**config.mk**
```make
export PLATFORM = sky130hd
export DESIGN_NAME = temp_conversion_thermostat
export DESIGN_NICKNAME = d
export VERILOG_FILES = /design/src/rtl/tc_pkg.sv /design/src/rtl/conv_if.sv /design/src/rtl/conv_timer.sv /design/src/rtl/thermostat.sv /design/src/rtl/temp_conversion_thermostat.sv
export SDC_FILE = /design/constraint.sdc
export NUM_CORES = 1
export LEC_CHECK = 0
export CAP_MARGIN = 20
export CORE_MARGIN = 2
export CORE_UTILIZATION = 60
export CTS_CLUSTER_DIAMETER = 50
export DETAILED_ROUTE_END_ITERATION = 6
export DONT_BUFFER_PORTS = 1
export PLACE_DENSITY = 0.81
export SLEW_MARGIN = 20
export SYNTH_ARGS = -nofsm -noshare
export SYNTH_HDL_FRONTEND = slang
export SYNTH_SLANG_ARGS = --single-unit
```
**constraint.sdc**
```tcl
create_clock -name ref_clk -period 2.75 [get_ports ref_clk]
set_input_delay 0.1375 -clock ref_clk [delete_from_list [all_inputs] [get_ports ref_clk]]
set_output_delay 0.1375 -clock ref_clk [all_outputs]
set_load 0.005 [all_outputs]
```
**src/rtl/tc_pkg.sv**
```systemverilog
package tc_pkg;

    // ------------------------------------------------------------
    // Command codes on the command register
    // ------------------------------------------------------------
    localparam logic [7:0] START_CONVERT_CMD = 8'h51;
    localparam logic [7:0] READ_TEMP_CMD = 8'haa;
    localparam logic [7:0] CONFIG_ACCESS_CMD = 8'hac;
    localparam logic [7:0] HIGH_SETPOINT_ACCESS_CMD = 8'ha1;
    localparam logic [7:0] LOW_SETPOINT_ACCESS_CMD = 8'ha2;

    // ------------------------------------------------------------
    // Register map and field positions
    // ------------------------------------------------------------
    localparam logic [7:0] OFS_CMD = 8'h00;
    localparam logic [7:0] OFS_DATA = 8'h04;
    localparam logic [7:0] OFS_STATUS = 8'h08;
    localparam logic [2:0] HSIZE_WORD = 3'h2;
    localparam int CMD_CODE_LSB = 0;
    localparam int CMD_ADDR_LSB = 8;
    localparam int CMD_RW_BIT = 11;
    localparam int CFG_ONESHOT_BIT = 0;
    localparam int CFG_POL_BIT = 1;
    localparam int CFG_RES_LO_BIT = 2;
    localparam int CFG_RES_HI_BIT = 3;
    localparam int CFG_HIFLAG_BIT = 6;
    localparam int CFG_LOFLAG_BIT = 5;
    localparam int CFG_DONE_BIT = 7;
    localparam int ST_ACK_BIT = 0;
    localparam int ST_NACK_BIT = 1;
    localparam int ST_BUSY_BIT = 2;
    localparam int ST_PINS_LSB = 3;

    // ------------------------------------------------------------
    // Resolution, reset values and timing
    // ------------------------------------------------------------
    typedef enum logic [1:0] {RES_9, RES_10, RES_11, RES_12} res_t;

    localparam logic [15:0] HIGH_RST = 16'h5000;
    localparam logic [15:0] LOW_RST = 16'h4b00;
    localparam logic POL_RST = 1'b1;
    localparam logic ONESHOT_RST = 1'b0;
    localparam res_t RES_RST = RES_12;
    localparam logic [15:0] RESULT_MASK_12 = 16'hfff0;
    localparam real CONV9_MAX_MS = 93.75;
    localparam real CLK_MHZ = 40.0;
    localparam int CONV9_MAX_CYC = $rtoi(CONV9_MAX_MS * 1000.0 * CLK_MHZ);

    function automatic logic [15:0] res_mask(input res_t r);
        return RESULT_MASK_12 << (RES_12 - r);
    endfunction

endpackage

```
**src/rtl/conv_if.sv**
```systemverilog
`timescale 1ns/1ps
`default_nettype none
interface conv_if;
    import tc_pkg::*;
    logic en;
    logic start;
    res_t res;
    logic busy;
    logic done;
    logic update;
    logic signed [15:0] result;
    logic signed [15:0] high_sp;
    logic signed [15:0] low_sp;
    logic active;
    logic hi_hit;
    logic lo_hit;
    modport ctl(output en, start, res, update, result, high_sp, low_sp,
                input busy, done, active, hi_hit, lo_hit);
    modport timer(input en, start, res, output busy, done);
    modport thermo(input en, update, result, high_sp, low_sp, output active, hi_hit, lo_hit);
endinterface
`default_nettype wire

```
**src/rtl/conv_timer.sv**
```systemverilog
`timescale 1ns/1ps
`default_nettype none
module conv_timer #(
    parameter int unsigned CONV9_CYCLES = tc_pkg::CONV9_MAX_CYC
) (
    input wire logic ref_clk, // Core clock
    input wire logic reset,   // Synchronous reset
    conv_if.timer cif         // Start and completion
);
    import tc_pkg::*;

    typedef struct packed {
        logic busy;
        logic [31:0] left;
    } tmr_t;

    tmr_t tmr_r;
    tmr_t tmr_nxt;

    assign cif.busy = tmr_r.busy;
    assign cif.done = tmr_r.busy && (tmr_r.left == 32'h1);

    always_comb begin
        tmr_nxt = tmr_r;
        if (cif.start && !tmr_r.busy) begin
            tmr_nxt.busy = 1'b1;
            tmr_nxt.left = 32'(CONV9_CYCLES) << cif.res;
        end else if (tmr_r.busy) begin
            tmr_nxt.left = tmr_r.left - 32'h1;
            tmr_nxt.busy = (tmr_r.left != 32'h1);
        end
    end

    always_ff @(posedge ref_clk) begin
        if (reset) begin
            tmr_r <= '0;
        end else if (cif.en) begin
            tmr_r <= tmr_nxt;
        end
    end

    // Elapsed busy cycles, seen only by the check below
    logic [31:0] elapsed_h;
    logic [31:0] expect_h;
    always_ff @(posedge ref_clk) begin
        if (reset) begin
            elapsed_h <= '0;
            expect_h <= '0;
        end else if (cif.en) begin
            if (cif.start && !tmr_r.busy) begin
                elapsed_h <= '0;
                expect_h <= 32'(CONV9_CYCLES) << cif.res;
            end else if (tmr_r.busy) begin
                elapsed_h <= elapsed_h + 32'h1;
            end
        end
    end
endmodule
`default_nettype wire

```
**src/rtl/thermostat.sv**
```systemverilog
`timescale 1ns/1ps
`default_nettype none
module thermostat (
    input wire logic ref_clk, // Core clock
    input wire logic reset,   // Synchronous reset
    conv_if.thermo cif        // Result and setpoints
);
    import tc_pkg::*;

    typedef struct packed {
        logic active;
        logic hi_hit;
        logic lo_hit;
    } thr_t;

    thr_t thr_r;
    thr_t thr_nxt;
    logic ge_high;
    logic le_low;

    assign ge_high = (cif.result >= cif.high_sp);
    assign le_low = (cif.result <= cif.low_sp);
    assign cif.active = thr_r.active;
    assign cif.hi_hit = thr_r.hi_hit;
    assign cif.lo_hit = thr_r.lo_hit;

    always_comb begin
        thr_nxt = thr_r;
        thr_nxt.hi_hit = 1'b0;
        thr_nxt.lo_hit = 1'b0;
        if (cif.update) begin
            thr_nxt.hi_hit = ge_high;
            thr_nxt.lo_hit = le_low;
            if (ge_high) begin
                thr_nxt.active = 1'b1;
            end else if (le_low) begin
                thr_nxt.active = 1'b0;
            end
        end
    end

    always_ff @(posedge ref_clk) begin
        if (reset) begin
            thr_r <= '0;
        end else if (cif.en) begin
            thr_r <= thr_nxt;
        end
    end
endmodule
`default_nettype wire

```
**src/rtl/temp_conversion_thermostat.sv**
```systemverilog
// Notes on behaviour
// - No conversion runs after reset until a start-convert command arrives.
// - Conversions after reset use 12-bit resolution unless configured first.
// - Reading temperature returns last result and leaves the running conversion alone.
// - Single mode: one conversion per start command, store, then standby.
// - Continuous mode keeps converting, overwriting the result; it is the default.
// - Resolution 9 to 12 bits, steps 0.5 down to 0.0625 degrees.
// - Conversion time doubles per bit, 93.75 ms at 9 bits, 750 ms at 12.
// - Configuration is volatile, defaults at reset; host should configure before starting.
// - Configuration holds mode, resolution, polarity and four status bits.
// - High setpoint resets to 80 degrees, low setpoint to 75 degrees.
// - Alarm is re-evaluated against both setpoints whenever a conversion completes.
// - Alarm turns active when result is at or above the high setpoint.
// - Alarm stays active until a result is at or below the low setpoint.
// - Alarm active level is programmable, active high after reset.
// - Read-temperature command returns the temperature result.
// - Results are 16-bit two's complement, integer in upper byte.
// - Unused low result bits read zero below 12-bit resolution.
// - Commands are 8-bit codes; bytes travel most significant bit first.
// - Device answers only its own 3-bit address; master addresses uniquely.
// - Resolution select 00,01,10,11 give 9,10,11,12 bits.
// - Done bit is read-only: 1 after reset or a single-mode completion, 0 while converting.
// - Configuration reached by code ACh; read/write bit sets the direction.
// - Setpoints reached by codes A1h and A2h, same format as result.
//
// The AHB-Lite register port and the placing of the registers were decided locally.
`timescale 1ns/1ps
`default_nettype none
module temp_conversion_thermostat #(
    parameter int unsigned CONV9_CYCLES = tc_pkg::CONV9_MAX_CYC
) (
    input wire logic ref_clk,             // Core clock, 40 MHz
    input wire logic reset,               // Synchronous reset, active high
    input wire logic clk_en,              // Freezes all state when low
    input wire logic hsel,                // AHB select
    input wire logic [31:0] haddr,        // AHB address
    input wire logic [1:0] htrans,        // AHB transfer type
    input wire logic hwrite,              // AHB write
    input wire logic [2:0] hsize,         // AHB size
    input wire logic [31:0] hwdata,       // AHB write data
    input wire logic hready,              // AHB bus ready
    output logic hreadyout,               // AHB slave ready
    output logic [31:0] hrdata,           // AHB read data
    output logic hresp,                   // AHB response, always OKAY
    input wire logic bus_addr_sel_0,      // Device address pin 0
    input wire logic bus_addr_sel_1,      // Device address pin 1
    input wire logic bus_addr_sel_2,      // Device address pin 2
    input wire logic [15:0] sensor_code,  // Front-end code, left-justified
    output logic thermal_alarm_out        // Thermostat output pin
);
    import tc_pkg::*;

    // ------------------------------------------------------------
    // State
    // ------------------------------------------------------------
    typedef struct packed {
        logic [2:0] pin_s1;
        logic [2:0] pin_s2;
        logic [15:0] sens_s1;
        logic [15:0] sens_s2;
        logic [15:0] sens_s3;
        logic [15:0] sens_ok;
        logic [7:0] addr;
        logic wr_pend;
        logic rd_wait;
        logic [31:0] rdata;
        logic oneshot;
        logic alarm_polarity;
        res_t res;
        logic started;
        logic running;
        logic hi_flag;
        logic lo_flag;
        logic [15:0] temp;
        logic [15:0] high_sp;
        logic [15:0] low_sp;
        logic [15:0] data;
        logic ack;
        logic nack;
        logic start;
        logic update;
        logic alarm_pin;
    } top_t;

    top_t st_r;
    top_t st_nxt;
    conv_if cif();

    logic bus_take;
    logic cmd_write;
    logic data_write;
    logic addr_match;
    logic [7:0] cmd_code;
    logic cmd_rd;
    logic [15:0] cur_mask;
    logic [7:0] cfg_byte;
    logic [31:0] read_word;

    // ------------------------------------------------------------
    // Bus decode
    // ------------------------------------------------------------
    assign bus_take = hsel && hready && htrans[1];
    assign cmd_write = st_r.wr_pend && (st_r.addr == OFS_CMD);
    assign data_write = st_r.wr_pend && (st_r.addr == OFS_DATA);
    assign cmd_code = hwdata[CMD_CODE_LSB +: 8];
    assign cmd_rd = hwdata[CMD_RW_BIT];
    assign addr_match = (hwdata[CMD_ADDR_LSB +: 3] == st_r.pin_s2);
    assign cur_mask = res_mask(st_r.res);
    // Done reads 0 for the whole continuous run, not just while counting
    assign cfg_byte = {!st_r.running, st_r.hi_flag, st_r.lo_flag, st_r.started,
                       st_r.res, st_r.alarm_polarity, st_r.oneshot};

    // Reads take one wait state so a write just before is always seen
    assign hreadyout = !st_r.rd_wait;
    assign hrdata = st_r.rdata;
    assign hresp = 1'b0;
    assign thermal_alarm_out = st_r.alarm_pin;

    assign cif.en = clk_en;
    assign cif.start = st_r.start;
    assign cif.res = st_r.res;
    assign cif.update = st_r.update;
    assign cif.result = st_r.temp;
    assign cif.high_sp = st_r.high_sp & cur_mask;
    assign cif.low_sp = st_r.low_sp & cur_mask;

    always_comb begin
        read_word = '0;
        case (st_r.addr)
            OFS_DATA: begin
                read_word[15:0] = st_r.data;
            end
            OFS_STATUS: begin
                read_word[ST_ACK_BIT] = st_r.ack;
                read_word[ST_NACK_BIT] = st_r.nack;
                read_word[ST_BUSY_BIT] = cif.busy;
                read_word[ST_PINS_LSB +: 3] = st_r.pin_s2;
            end
            default: begin
                read_word = '0;
            end
        endcase
    end

    // ------------------------------------------------------------
    // Next state
    // ------------------------------------------------------------
    always_comb begin
        st_nxt = st_r;
        st_nxt.pin_s1 = {bus_addr_sel_2, bus_addr_sel_1, bus_addr_sel_0};
        st_nxt.pin_s2 = st_r.pin_s1;
        st_nxt.sens_s1 = sensor_code;
        st_nxt.sens_s2 = st_r.sens_s1;
        st_nxt.sens_s3 = st_r.sens_s2;
        // Sensor word is a bus: take it only once two samples agree
        if (st_r.sens_s2 == st_r.sens_s3) begin
            st_nxt.sens_ok = st_r.sens_s2;
        end
        st_nxt.start = 1'b0;
        st_nxt.update = 1'b0;
        st_nxt.wr_pend = 1'b0;

        if (st_r.rd_wait) begin
            st_nxt.rdata = read_word;
            st_nxt.rd_wait = 1'b0;
        end
        if (bus_take) begin
            st_nxt.addr = haddr[7:0];
            st_nxt.wr_pend = hwrite && (hsize == HSIZE_WORD);
            st_nxt.rd_wait = !hwrite;
        end

        // Completion first, so a start command in the same cycle still counts
        if (cif.done) begin
            st_nxt.temp = st_r.sens_ok & cur_mask;
            st_nxt.update = 1'b1;
            if (st_r.oneshot) begin
                st_nxt.running = 1'b0;
            end else begin
                st_nxt.start = 1'b1;
            end
        end

        if (cmd_write) begin
            if (!addr_match) begin
                st_nxt.ack = 1'b0;
                st_nxt.nack = 1'b1;
            end else begin
                st_nxt.ack = 1'b1;
                st_nxt.nack = 1'b0;
                case (cmd_code)
                    START_CONVERT_CMD: begin
                        if (!st_nxt.running) begin
                            st_nxt.start = 1'b1;
                            st_nxt.running = 1'b1;
                            st_nxt.started = 1'b1;
                        end
                    end
                    READ_TEMP_CMD: begin
                        st_nxt.data = st_r.temp;
                    end
                    CONFIG_ACCESS_CMD: begin
                        if (cmd_rd) begin
                            st_nxt.data = {8'h00, cfg_byte};
                        end else begin
                            st_nxt.oneshot = st_r.data[CFG_ONESHOT_BIT];
                            st_nxt.alarm_polarity = st_r.data[CFG_POL_BIT];
                            st_nxt.res = res_t'(st_r.data[CFG_RES_HI_BIT:CFG_RES_LO_BIT]);
                            if (!st_r.data[CFG_HIFLAG_BIT]) begin
                                st_nxt.hi_flag = 1'b0;
                            end
                            if (!st_r.data[CFG_LOFLAG_BIT]) begin
                                st_nxt.lo_flag = 1'b0;
                            end
                        end
                    end
                    HIGH_SETPOINT_ACCESS_CMD: begin
                        if (cmd_rd) begin
                            st_nxt.data = st_r.high_sp;
                        end else begin
                            st_nxt.high_sp = st_r.data & RESULT_MASK_12;
                        end
                    end
                    LOW_SETPOINT_ACCESS_CMD: begin
                        if (cmd_rd) begin
                            st_nxt.data = st_r.low_sp;
                        end else begin
                            st_nxt.low_sp = st_r.data & RESULT_MASK_12;
                        end
                    end
                    default: begin
                        st_nxt.ack = 1'b0;
                        st_nxt.nack = 1'b1;
                    end
                endcase
            end
        end
        if (data_write) begin
            st_nxt.data = hwdata[15:0];
        end

        // Flags set after the clear, so an event never gets lost
        if (cif.hi_hit) begin
            st_nxt.hi_flag = 1'b1;
        end
        if (cif.lo_hit) begin
            st_nxt.lo_flag = 1'b1;
        end
        st_nxt.alarm_pin = st_r.alarm_polarity ? cif.active : !cif.active;
    end

    always_ff @(posedge ref_clk) begin
        if (reset) begin
            st_r <= '0;
            st_r.alarm_polarity <= POL_RST;
            st_r.oneshot <= ONESHOT_RST;
            st_r.res <= RES_RST;
            st_r.high_sp <= HIGH_RST;
            st_r.low_sp <= LOW_RST;
        end else if (clk_en) begin
            st_r <= st_nxt;
        end
    end

    // ------------------------------------------------------------
    // Sub-blocks
    // ------------------------------------------------------------
    conv_timer #(
        .CONV9_CYCLES(CONV9_CYCLES)
    ) u_timer (
        .ref_clk(ref_clk),
        .reset(reset),
        .cif(cif.timer)
    );

    thermostat u_thermo (
        .ref_clk(ref_clk),
        .reset(reset),
        .cif(cif.thermo)
    );

    // ------------------------------------------------------------
    // Checks
    // ------------------------------------------------------------
    logic cfg_seen_h;
    always_ff @(posedge ref_clk) begin
        if (reset) begin
            cfg_seen_h <= 1'b0;
        end else if (clk_en && cmd_write && addr_match && cmd_code == CONFIG_ACCESS_CMD) begin
            cfg_seen_h <= 1'b1;
        end
    end
endmodule
`default_nettype wire

```
### Yosys cells after proc, flatten, opt, wreduce, memory -nomap -nowiden

Index checks and enable logic that the tools add are counted.

* register bits after elaboration: 201
* bits of input ports: 94
* output and inout bits: 35
* word-level logic and storage cells: 134

* bitwise operators: 5
* shifts and indexed selects: 2
* equal/unequal tests: 19
* reductions and logical operators: 39
* add/sub/neg operators: 2
* $lt $le $gt $ge: 2
* multiplexer cells: 34

Operators with widths (count)
* $mux 16: 5
* $mux 33: 2
* $pmux 16 s4: 1
* $and 16x16->16: 3
* $eq 32x1->1 const B: 1
* $eq 8x8->1 const B: 4
* $ne 32x1->1 const B: 1
* $shl 22x2->32 const A: 1
* $sub 32x1->32 const B: 1
* $reduce_and 5->1: 4
* $reduce_bool 2->1: 10
* $mux 19: 1
* $eq 16x16->1: 1
* $ge 16x16->1: 1
* $le 16x16->1: 1
* $shl 16x2->16 const A: 1
* $mux 1: 14
* $mux 2: 7
* $pmux 6 s2: 1
* $reduce_and 2->1: 6
* $reduce_and 6->1: 2
* $mux 10: 1
* $ne 3x3->1 const B: 3
* $eq 8x3->1 const B: 1
* 15 further kinds: 30

### Logic depth before layout (Yosys ltp)

Gate-level depths: netlist of the first run.

* depth after elaboration: 8
* depth in mapped cells: 10
* depth with buffers taken out: 10

### By module

Synthesis of the first run repeated with hierarchy kept, for this count alone.

* cell total of the unflattened synthesis: 1197
* area total of the unflattened synthesis: 10023.4 um2

Modules (own cells, without submodules)
* temp_conversion_thermostat: sequential area each 3143.0 um2, area an instance 6980.4 um2, times used 1, cells each 796
* conv_timer: sequential area each 660.6 um2, area an instance 2088.3 um2, times used 1, cells each 274
* thermostat: sequential area each 60.1 um2, area an instance 954.7 um2, times used 1, cells each 127

### Worst setup path after synthesis of the first run

Ideal clock, no wire load.

* kind: flip-flop to flip-flop
* start point: register u_timer.tmr_r[24] (netlist name)
* end point: register st_r (netlist bit cif.result[10])
* setup time: 132 ps
* buffers on the path: 2
* cell stages (with the launch flop): 8
* arrival time: 2152 ps
* path slack: 466 ps
* required time: 2618 ps
* cells stage by stage: dfxtp_1 or4_1 or4_4 or4_1 clkbuf_1 buf_6 nand2_1 a21oi_1

* word-level cells in the longest chain between the ends: 3

RTL lines
* start, declared: line conv_timer.sv:17 `tmr_t tmr_r;`
* start signal, assigned: line conv_timer.sv:38 `tmr_r <= tmr_nxt;`
* $eq 32x1->1: line conv_timer.sv:21 `assign cif.done = tmr_r.busy && (tmr_r.left == 32'h1);`
* $logic_and 1x1->1: line conv_timer.sv:21
* $reduce_and 2->1 (no source line)
* end signal, assigned: line temp_conversion_thermostat.sv:261 `st_r <= st_nxt;`
* end, declared: line temp_conversion_thermostat.sv:85 `top_t st_r;`

No other way between the ends.
A chain may end at the register's enable or synchronous reset.

### Worst setup path in the final report of the first run

* start point: register u_timer.tmr_r[15] (netlist name)
* end point: register st_r (netlist bit cfg_byte[4])

* word-level cells in the longest chain between the ends: 5

RTL lines
* $eq 32x1->1: line conv_timer.sv:21
* $logic_and 1x1->1: line conv_timer.sv:21
* $mux 1: line temp_conversion_thermostat.sv:174 `if (cif.done) begin`
* $not 1->1 (no source line)
* $reduce_and 5->1 (no source line)

No other way between the ends.

==> summary.md, run 1 <==
| Metric | Value |
|---|---|
| Outcome | `complete, no violations` |
| Largest net degree at the start of global routing | `143` |
| Clock Power Share | `43.4%` |
| Htree depth | `4` |
| Setup Buffers After CTS | `0` |
| Die Footprint | `16,200 µm²` |
| Clock buffer depth | `2` |
| Rel. slew slack | `44.6%` |
| Wire per inst | `18.6 µm` |
| Max_cap viols | `0` |
| Cell area after synthesis | `9150 µm²` |
| CTS root buffer | `clkbuf_16` |
| Rows | `45` |
| Critical path buffers and inverters | `1` |
| CP arrival | `3050 ps` |
| Largest delay share family, worst path | `simple AND/OR/NAND/NOR gates` |
| Clk pin slew, worst setup/hold paths | `80 ps` |
| CTS tree | `done` |
| Post-place instance area | `9160 µm²` |
| Seq cells post-synth | `193` |
| Comb pwr share | `4.8%` |
| Setup TNS | `0 ps` |
| Number of vias per cell | `6.17` |
| Final period utilization | `97.0%` |
| Vias | `7,923` |
| Final setup vio count | `0` |
| Critical Path Source Type | `flop` |
| Die width | `127 µm` |
| Cell-by-cell trace of the critical path | `or4_4 -> nor3_4 -> nand2b_1 -> nor4_2 -> nand3_1 -> a21oi_1 -> dlygate4sd3_1` |
| P_leak | `4.16 nW` |
| Top cell type's share of synthesized area | `42.2%` |
| Sw frac | `24.8%` |
| Synth cell types | `70` |
| FILL cells | `1,139` |
| ANT nets after route | `0` |
| Power per cell area | `530 nW/µm²` |
| Tot Pwr | `5.52 mW` |
| Vias in the first global route | `7,540` |
| I/O Pins | `129` |
| Fmax | `375 MHz` |
| Post-synthesis sequential area ratio | `42.2%` |
| Async SR Flop Fraction | `0%` |
| Avg Cell Area, Syn | `8.71 µm²` |
| Register area | `3860 µm²` |
| Drt pass-1 iters | `5` |
| Critical Setup Path Class | `flop to flop` |
| Setup Skew | `8.70 ps` |
| Most frequent cell after synthesis | `dfxtp_1` |
| Max incr delay on CP | `580 ps` |
| First-pass GRT wire length | `38,200 µm` |
| Routed wire length | `23,800 µm` |
| Hold slack | `7.51 ps` |
| Final hold vios | `0` |
| RSZ-0062 raised after global routing | `yes` |
| Crit path time final | `2670 ps` |
| Final slew viol count | `0` |
| Syn Inst Count | `1,050` |
| Ys Warns | `0` |
| Yosys top cell by area | `dfxtp_1` |
| Prevailing post-synth register cell | `dfxtp_1` |
| Critical Path RT | `3130 ps` |
| Total global routing track utilization | `29.6%` |
| CP max-delay cell | `or4_4` |
| Area of the multi-input gates | `4780 µm²` |
| Sequential Power Share | `51.8%` |
| Largest cells by area after synthesis | `dfxtp_1 42%, mux2i_1 9.6%, nor2_1 7.4%` |
| Critical Path End Type | `flop` |
| Area grow syn2layout | `13.9%` |
| RD Place Congestion | `0.918` |
| Hpwl dp | `14,600 µm` |
| Ant. Diodes | `0` |
| VDD IR max | `0.000483 V` |
| Layout cell share with drive strength beyond 1 | `7.57%` |
| Post-synth top cells | `193 x dfxtp_1, 180 x nor2_1, 88 x mux2i_1, 83 x nand2_1, 77 x a21oi_1` |
| Core area | `15,000 µm²` |
| NetSw | `1.37 mW` |
| DRC Markers | `0` |
| Critical path peak fanout | `7` |
| Clk sinks | `193` |
| Final net count | `1,208` |
| Gr ovfl total | `0` |
| EDFF count, synth | `0` |
| Fin worst setup slack | `83.6 ps` |
| Number of port buffers | `0` |
| Finished Cell Area | `10,400 µm²` |
| Worst hold path class | `input port to flop` |
| Iteration-0 DRC Markers | `789` |
| Initial antenna violation count | `0` |
| Initial core utilization | `60.8%` |
| Worst-Skew Late Latency | `440 ps` |
| Die extent in y | `127 µm` |
| Inserted Clock Buffers | `17` |
| Internal power | `4.15 mW` |
| Post-Place Setup Slack | `339 ps` |
| Worst-Margin Slew | `829 ps` |
-- per-stage QoR --
stage          cells  util (%)
2_1_floorplan   1066         -
6_report        1285      69.3
4_1_cts         1285      69.1
3_3_place_gp    1191      61.0
5_1_grt         1285      69.3
3_5_place_dp    1191      61.0
-- power by group through the flow --
| stage | logic [mW] | registers (mW) | clock network (mW) |
|---|---|---|---|
| 2_1_floorplan | 0.206 | 2.91 | 0 |
| 3_3_place_gp | 0.157 | 2.92 | 0 |
| 3_5_place_dp | 0.162 | 2.92 | 0 |
| 4_1_cts | 0.259 | 2.86 | 2.40 |
| 5_1_grt | 0.288 | 2.86 | 2.52 |
| 6_report | 0.267 | 2.86 | 2.39 |
-- cells in the final DEF, fill, tap and decap left out, types with 5 or more instances in the layout --
cell type / netlist / routed
o21ai_1: 5 / 6
o31ai_1: 6 / 6
a22oi_1: 30 / 30
o21ai_0: 16 / 15
a211oi_1: 21 / 21
inv_1: 28 / 28
a211o_1: 5 / 5
o22ai_1: 6 / 6
nor2b_1: 8 / 8
xor2_1: 7 / 7
xnor2_1: 20 / 20
dfxtp_1: 193 / 193
or3_1: 8 / 8
buf_4: 37 / 24
nand3_1: 15 / 15
nor3_1: 25 / 24
nand2_1: 83 / 82
nand2b_1: 8 / 8
nand4_1: 12 / 12
conb_1: 1 / 17
a221oi_1: 10 / 10
nor4_1: 6 / 5
nor2_1: 180 / 179
mux2i_1: 88 / 88
a21oi_1: 77 / 77
dlygate4sd3_1: 0 / 60
ha_1: 30 / 30
o211ai_1: 5 / 5
clkbuf_16: 0 / 17
-- worst register-to-register path: cells and delay by family (launching register included) --
kind / cells / cell delay [ps]
AND/OR/NAND/NOR: 5 / 1530
AO/OA/AOI/OAI: 1 / 140
flip-flops: 1 / 370
buffers and inverters: 1 / 560
-- kinds of logic (layout without fill, tap and decap cells) --
| group | after synthesis | in the layout | synth area share [%] |
|---|---|---|---|
| buffers and inverters | 117 | 148 | 6.47 |
| adder cells (fa/ha/maj) | 30 | 30 | 4.10 |
| other | 1 | 17 | 0.0410 |
| XOR/XNOR | 27 | 27 | 2.59 |
| AND/OR/NAND/NOR | 381 | 381 | 19.6 |
| multiplexers | 91 | 91 | 10.0 |
| AO/OA/AOI/OAI | 210 | 210 | 15.0 |
| flip-flops | 193 | 193 | 42.2 |
-- registers in the layout, summed over array words and instances, names as in the netlist --
register,flops
st_r,84
st_nxt,35
u_timer.tmr_r,32
hrdata,16
cif.result,12
cfg_byte,5
cif.res,2
cif.start,1
cif.update,1
thermal_alarm_out,1
u_thermo.cif.active,1
u_thermo.cif.hi_hit,1
u_thermo.cif.lo_hit,1
u_timer.cif.busy,1
-- layout make-up --
class / instances / area share, %
well taps: 188 / 2.26
multi-input cells: 756 / 45.9
clock inverters: 15 / 1.42
repair buffers: 87 / 8.21
inverters: 29 / 1.04
clock buffers: 17 / 4.08
flip-flops and latches: 193 / 37.1
-- worst paths after layout --
| check | depth (start not counted) | start | end | slack [ps] |
|---|---|---|---|---|
| max | 7 | u_timer.tmr_r[15] | cfg_byte[4] | 80 |
| min | 2 | hwdata[6] | st_r[11] | 8 |
| max reg2reg | 7 | u_timer.tmr_r[15] | cfg_byte[4] | 80 |
| min reg2reg | 2 | st_r[115] | st_r[115] | 460 |
-- layer usage --
layer  routed length, µm  global-route usage [%]  vias up
li1                    -                       -     3728
met1                9730                    36.5     3720
met2               11100                    48.9      392
met3                2040                    7.96       83
met4                 954                    12.8        0
met5                   0                       0        -
-- repair_timing --
item / CTS / global route
endpoints found under the hold margin: 174 / 0
gates resized for setup: 0 / 7
hold buffers: 62 / 0
endpoints found under the setup margin: 0 / 3
Note: power is estimated with default switching activity, not from simulation.
==> inputs of run 2 (changes only) <==
==> constraint.sdc (replaced) <==
create_clock -name ref_clk -period 2.5 [get_ports ref_clk]
set_input_delay 0.125 -clock ref_clk [delete_from_list [all_inputs] [get_ports ref_clk]]
set_output_delay 0.125 -clock ref_clk [all_outputs]
set_load 0.005 [all_outputs]
==> run 2 against run 1 <==
  * Via count rose by 0.34%
  * Wire length is 1.9% higher
  * Final area up 1.8%
  * Register-to-register slack worse by 30 ps
  * Die area did not move
  * Critical path depth up 2
  * Clock power up 20%
  * Sequential power is 10% higher
  * Fmax up 8.8%
  * Utilization rose by 1.2 points
  * Worst setup slack lost 34 ps
  * First-iteration DRC count rose by 9.0%
  * Critical path type unchanged
  * Largest power group unchanged
  * Highest routed layer unchanged
==> summary.md, run 2 (synthesis results as in run 1) <==
| Metric | Value |
|---|---|
| Outcome | `complete, no violations` |
| Final Util | `70.6% (+1.2 points)` |
| Final cell count without fillers | `1,302 (+1.3%)` |
| RD Place Congestion | `0.924 (+0.68%)` |
| Worst hold path class | `input port to flop` |
| Max_cap viols | `0 (unchanged)` |
| Hpwl dp | `14,900 µm (+1.6%)` |
| Hold Startpoint | `hwdata[15]` |
| Iteration-0 DRC Markers | `860 (+9.0%)` |
| Power per cell area | `595 nW/µm² (+12%)` |
| CTS tree | `done` |
| Worst reg2reg path depth | `9 (+2)` |
| Tot Pwr | `6.31 mW (+14%)` |
| Area grow syn2layout | `16.0%` |
| Die width | `127 µm (unchanged)` |
| Vias in the first global route | `7,590 (+0.66%)` |
| I/O Pins | `129 (unchanged)` |
| Max reg flops | `84 (unchanged)` |
| Commonest non-fill, non-tap cell in the layout | `dfxtp_1` |
| Total global routing track utilization | `30.5% (+0.82 points)` |
| Critical path peak fanout | `7 (unchanged)` |
| Number of port buffers | `0 (unchanged)` |
| Htree depth | `4 (unchanged)` |
| Final period utilization | `98.0% (+1.0 points)` |
| Finished Cell Area | `10,600 µm² (+1.8%)` |
| Gr ovfl total | `0 (unchanged)` |
| Core area | `15,000 µm² (unchanged)` |
| Critical Setup Path Class | `flop to flop` |
| P_leak | `4.30 nW (+3.5%)` |
| Final slew viol count | `0 (unchanged)` |
| Rel. slew slack | `59.9% (+15 points)` |
| Post-place instance area | `9260 µm² (+1.1%)` |
| VDD IR max | `0.000644 V (+33%)` |
| Worst-Margin Slew | `600 ps (-229 ps)` |
| Hold-critical path endpoint | `st_r[20]` |
| Routed wire length | `24,300 µm (+1.9%)` |
| Setup Skew | `12.2 ps (+3.54 ps)` |
| Ant. Diodes | `0 (unchanged)` |
| ANT nets after route | `0 (unchanged)` |
| Die Footprint | `16,200 µm² (unchanged)` |
| Inserted Clock Buffers | `17 (unchanged)` |
| CTS root buffer | `clkbuf_16` |
| Wire per inst | `18.7 µm (+0.60%)` |
| R2R setup slack | `50 ps (-30 ps)` |
| Reg with most FFs | `st_r` |
| Initial core utilization | `60.8% (unchanged)` |
| Setup Buffers After CTS | `0 (unchanged)` |
| Layout cell share with drive strength beyond 1 | `8.62% (+1.1 points)` |
| Clk pin slew, worst setup/hold paths | `80 ps (about the same)` |
| Clk sinks | `193 (unchanged)` |
| Critical Path End Type | `flop` |
| Commonest cells after routing, fill and taps aside | `191 x dfxtp_1, 179 x nor2_1, 88 x mux2i_1, 83 x nand2_1, 77 x a21oi_1` |
| Drt pass-1 iters | `6 (+1)` |
| Die extent in y | `127 µm (unchanged)` |
| Largest net degree at the start of global routing | `130 (-9.1%)` |
| Rows | `45 (unchanged)` |
| Clock buffer depth | `2 (unchanged)` |
| Reg2reg end | `u_timer.tmr_r[11]` |
| Final hold vios | `0 (unchanged)` |
| Fmax | `408 MHz (+8.8%)` |
| Final net count | `1,225 (+1.4%)` |
| CP arrival | `2830 ps (-220 ps)` |
| Worst-Skew Late Latency | `440 ps (about the same)` |
| Initial antenna violation count | `0 (unchanged)` |
| Hold slack | `18.6 ps (+11.1 ps)` |
| Critical Path Source Type | `flop` |
| Number of vias per cell | `6.11 (-0.97%)` |
| Crit path time final | `2450 ps (-216 ps)` |
| Critical Path RT | `2880 ps (-250 ps)` |
| DRC Markers | `0 (unchanged)` |
| # placed instances | `1,204 (+1.1%)` |
| Hold depth | `4 (+2)` |
| First-pass GRT wire length | `39,000 µm (+2.1%)` |
| Vias | `7,950 (+0.34%)` |
| R2R Path Start | `u_timer.tmr_r[5]` |
| Final setup vio count | `0 (unchanged)` |
==> run 2: cell count changes in the layout (fill, tap and decap cells not counted), sizes merged <==
| cell | delta |
|---|---|
| clkinvlp | -2 |
| buf | +13 |
| dlygate4sd3 | +4 |
| clkinv | -2 |
| inv | +2 |
| bufinv | +2 |
==> run 2: how the worst max path moves through the flow <==
stage / startpoint / end / slack [ps] / cells after the start
global placement: u_timer.tmr_r[27] / cif.result[9] / 170 / 6
floorplan: u_timer.tmr_r[24] / cif.result[10] / 220 / 7
finish: u_timer.tmr_r[5] / u_timer.tmr_r[11] / 50 / 9
CTS: st_r[116] / cfg_byte[5] / 30 / 6
global route: u_timer.tmr_r[5] / u_timer.tmr_r[11] / -10 / 9
detailed placement: st_r[116] / st_r[10] / 90 / 8
==> run 2: critical path, cell delays in order (launching register included) <==
cell and delay, ps:
dfxtp_1 350, nor4_4 340, buf_4 180, nand2_1 90
buf_4 190, nor2_2 130, nand2_1 90, mux2i_1 160
a211oi_2 270, dlygate4sd3_1 580
==> run 2: per-stage QoR <==
stage                     TNS, ps  setup WS, ps
after floorplan                 0           216
after global placement          0           166
after detailed placement        0          86.6
after CTS                       0          30.0
after global routing        -14.1         -14.1
final                           0          49.9
==> run 2: cell type report <==
type / count / area, µm²
fill: 1135 / 4430
timing repair buffer: 104 / 993
clock buffer: 17 / 425
sequential: 193 / 3870
clock inverter: 15 / 193
tap: 188 / 235
inverter: 29 / 109
multi-input combinational: 756 / 4790
==> run 2: where the power goes <==
part           switching [mW]  internal, mW  leakage, nW  total, mW
combinational           0.154         0.140         2.45      0.294
sequential             0.0349          3.11         1.56       3.15
clock                    1.34          1.53        0.298       2.87
==> run 2: metal layers <==
layer  vias to the layer above  global-route usage, %  part of all wire (%)
met5                         -                      0                     0
met4                         0                   14.2                   3.5
met3                        63                   7.79                   8.7
met2                       342                   49.8                    47
met1                      3778                   37.8                    41
li1                       3767                      -                     -
==> run 2: what timing repair did <==
item | in CTS | in global routing
endpoints found under the setup margin | 0 | 24
hold endpoints to repair | 174 | 0
hold buffers | 66 | 0
resized for setup | 0 | 8
==> inputs of run 3 (changes only) <==
--- a/config.mk
+++ b/config.mk
@@ -15,4 +15,5 @@
 export SLEW_MARGIN = 20
 export SYNTH_ARGS = -nofsm -noshare
 export SYNTH_HDL_FRONTEND = slang
+export SYNTH_HIERARCHICAL = 1
 export SYNTH_SLANG_ARGS = --single-unit
==> run 3 against run 2 <==
  * Wire length is 9.6% higher
  * Critical path depth is 3 lower
  * Sequential share of layout area is 2.8 points lower
  * Sequential cell count stayed put
  * Fmax is 0.94% lower
  * Utilization is 0.69 points lower
  * Clock power is 5% lower
  * Sequential power hardly changed
  * Combinational power is 29% higher
  * Non-clock buffer count is 4 higher
  * Critical path type unchanged
  * Largest cell class unchanged
==> summary.md, run 3 <==
| Metric | Value |
|---|---|
| Outcome | `complete, no violations` |
| Final cell count without fillers | `1,489 (+14%)` |
| DRC Markers | `0 (unchanged)` |
| Sw frac | `23.3% (-1.0 points)` |
| Total global routing track utilization | `29.8% (-0.62 points)` |
| Largest delay share family, worst path | `simple AND/OR/NAND/NOR gates` |
| Fmax | `404 MHz (-0.94%)` |
| Area grow syn2layout | `14.8%` |
| Hold Startpoint | `hwdata[0]` |
| Commonest cells after routing, fill and taps aside | `191 x dfxtp_1, 168 x nor2_1, 119 x nand2_1, 97 x a21oi_1, 78 x mux2i_1` |
| Critical path peak fanout | `7 (unchanged)` |
| Clock buffer depth | `2 (unchanged)` |
| Critical Path Source Type | `flop` |
| Rel. slew slack | `27.5% (-32 points)` |
| Top cell type's share of synthesized area | `38.5% (-3.7 points)` |
| Critical Setup Path Class | `flop to flop` |
| Async SR Flop Fraction | `0% (unchanged)` |
| Rows | `47 (+4.4%)` |
| Critical Path End Type | `flop` |
| Worst hold path class | `input port to flop` |
| Number of port buffers | `0 (unchanged)` |
| Avg Cell Area, Syn | `8.37 µm² (-3.9%)` |
| Final Util | `69.9% (-0.69 points)` |
| Routed wire length | `26,600 µm (+9.6%)` |
| RD Place Congestion | `0.945 (+2.3%)` |
| Setup Skew | `7.04 ps (-5.20 ps)` |
| Internal power | `4.81 mW (+0.62%)` |
| Clk pin slew, worst setup/hold paths | `70 ps (about the same)` |
| Inserted Clock Buffers | `17 (unchanged)` |
| Cell-by-cell trace of the critical path | `nor4_4 -> buf_4 -> nand4_2 -> or4_1 -> a31oi_1 -> dlygate4sd3_1` |
| Reg with most FFs | `st_r` |
| CTS root buffer | `clkbuf_16` |
| Die extent in y | `133 µm (+4.5%)` |
| Seq cells post-synth | `193 (unchanged)` |
| Htree depth | `4 (unchanged)` |
| ANT nets after route | `0 (unchanged)` |
| Comb pwr share | `6.1% (+1.4 points)` |
| Yosys top cell by area | `dfxtp_1` |
| Clock Power Share | `43.7% (-1.8 points)` |
| Tot Pwr | `6.26 mW (-0.69%)` |
| Hold-critical path endpoint | `st_r[4]` |
| Ys Warns | `6 (+6)` |
| First-pass GRT wire length | `43,000 µm (+10%)` |
| Commonest non-fill, non-tap cell in the layout | `dfxtp_1` |
| Core area | `16,500 µm² (+9.5%)` |
| Final setup vio count | `0 (unchanged)` |
| Layout cell share with drive strength beyond 1 | `7.57% (-1.1 points)` |
| Clk sinks | `193 (unchanged)` |
| Die width | `133 µm (+4.5%)` |
| Final net count | `1,391 (+14%)` |
| Largest net degree at the start of global routing | `132 (+1.5%)` |
| R2R setup slack | `30 ps (-20 ps)` |
| Gr ovfl total | `0 (unchanged)` |
| Initial core utilization | `60.9% (about the same)` |
| Synth cell types | `75 (+7.1%)` |
| Hpwl dp | `16,700 µm (+12%)` |
| Final slew viol count | `0 (unchanged)` |
| Max reg flops | `84 (unchanged)` |
| Cell area after synthesis | `10,000 µm² (+9.6%)` |
| Number of vias per cell | `6.07 (-0.64%)` |
| P_leak | `4.76 nW (+11%)` |
| Crit path time final | `2470 ps (+23.3 ps)` |
| Ant. Diodes | `0 (unchanged)` |
| Power per cell area | `544 nW/µm² (-8.4%)` |
| Largest cells by area after synthesis | `dfxtp_1 39%, mux2i_1 7.8%, nor2_1 6.3%` |
| Final period utilization | `98.9% (+0.93 points)` |
| Syn Inst Count | `1,197 (+14%)` |
| Post-place instance area | `10,100 µm² (+9.5%)` |
| Final hold vios | `0 (unchanged)` |
| Max incr delay on CP | `570 ps (about the same)` |
| Wire per inst | `17.9 µm (-4.2%)` |
| Initial antenna violation count | `0 (unchanged)` |
| Fin worst setup slack | `26.6 ps (-23.3 ps)` |
| Worst-Margin Slew | `1090 ps (+487 ps)` |
| Post-synth top cells | `193 x dfxtp_1, 168 x nor2_1, 120 x nand2_1, 97 x a21oi_1, 78 x mux2i_1` |
| RSZ-0062 raised after global routing | `yes` |
| Most frequent cell after synthesis | `dfxtp_1` |
| Drt pass-1 iters | `5 (-1)` |
| Sequential Power Share | `50.2% (+0.3 points)` |
| Critical Path RT | `2870 ps (about the same)` |
| Post-synthesis sequential area ratio | `38.5% (-3.7 points)` |
| Vias | `9,034 (+14%)` |
| Worst-Skew Late Latency | `430 ps (about the same)` |
| NetSw | `1.46 mW (-4.8%)` |
| Setup TNS | `0 ps (unchanged)` |
| Die Footprint | `17,800 µm² (+9.3%)` |
| R2R Path Start | `u_timer/tmr_r[5]` |
| I/O Pins | `129 (unchanged)` |
| Worst reg2reg path depth | `6 (-3)` |
| VDD IR max | `0.000520 V (-19%)` |
| CP arrival | `2850 ps (+20 ps)` |
| Prevailing post-synth register cell | `dfxtp_1` |
| Vias in the first global route | `8,414 (+11%)` |
| CTS tree | `done` |
| Critical path buffers and inverters | `2 (-1)` |
| Hold slack | `12.5 ps (-6.05 ps)` |
| Finished Cell Area | `11,500 µm² (+8.5%)` |
| Max_cap viols | `0 (unchanged)` |
| Hold depth | `2 (-2)` |
| Reg2reg end | `u_timer/tmr_r[24]` |
| # placed instances | `1,384 (+15%)` |
| CP max-delay cell | `dlygate4sd3_1` |
| EDFF count, synth | `0 (unchanged)` |
| Post-Place Setup Slack | `259 ps (+172 ps)` |
| Iteration-0 DRC Markers | `958 (+11%)` |
[run 3: worst max-delay path by stage]
stage                       from                end  slack, ps  depth (start not counted)
6_report        u_timer/tmr_r[5]  u_timer/tmr_r[24]         30                          6
5_1_grt         u_timer/tmr_r[5]  u_timer/tmr_r[24]        -50                          6
4_1_cts         u_timer/tmr_r[2]  u_timer/tmr_r[24]         40                          6
3_5_place_dp    u_timer/tmr_r[9]      cif.result[6]        260                          8
3_3_place_gp   u_timer/tmr_r[18]      cif.result[6]        280                          8
2_1_floorplan   u_timer/tmr_r[8]     cif.result[13]        200                          8
[run 3: area by class of cell]
| type | instances | area (µm²) |
|---|---|---|
| multi-input cells | 894 | 5590 |
| fillers | 1255 | 4960 |
| flip-flops and latches | 193 | 3870 |
| repair buffers | 108 | 1020 |
| clock buffers | 19 | 453 |
| well taps | 220 | 275 |
| inverters | 43 | 161 |
| clock inverters | 12 | 134 |
[run 3: layer usage]
layer	up-vias	track usage [%]	share of wire (%)
met4	0	11.1	3.2
met2	414	47.7	46
met1	4265	40.2	42
li1	4291	-	-
met5	-	0	0
met3	64	5.82	8.5
[run 3: cells by family after synthesis]
logic type | count (synthesis) | synth area share, %
simple gates | 470 | 23.5
other cells | 1 | 0.0374
flops | 193 | 38.5
mux | 78 | 7.79
fa+ha+maj | 40 | 4.99
buf+inv | 141 | 6.89
xor+xnor | 30 | 2.62
compound gates | 244 | 15.6
[run 3: worst register-to-register path: cells and delay by family (launching register included)]
kind / cells / cell delay, ps
simple gates: 3 / 1100
buf+inv: 2 / 770
flops: 1 / 370
compound gates: 1 / 170
[run 3: power by group through the flow]
stage	logic (mW)	clock network [mW]	registers (mW)
finish	0.380	2.74	3.14
global route	0.414	2.88	3.15
CTS	0.358	2.74	3.14
detailed placement	0.238	0	3.21
global placement	0.233	0	3.21
floorplan	0.287	0	3.20
[run 3: repair_timing]
action	in CTS	in global routing
gates resized for setup	0	4
hold buffers	70	0
setup buffers	0	4
endpoints found under the setup margin	0	7
hold endpoints to repair	173	0
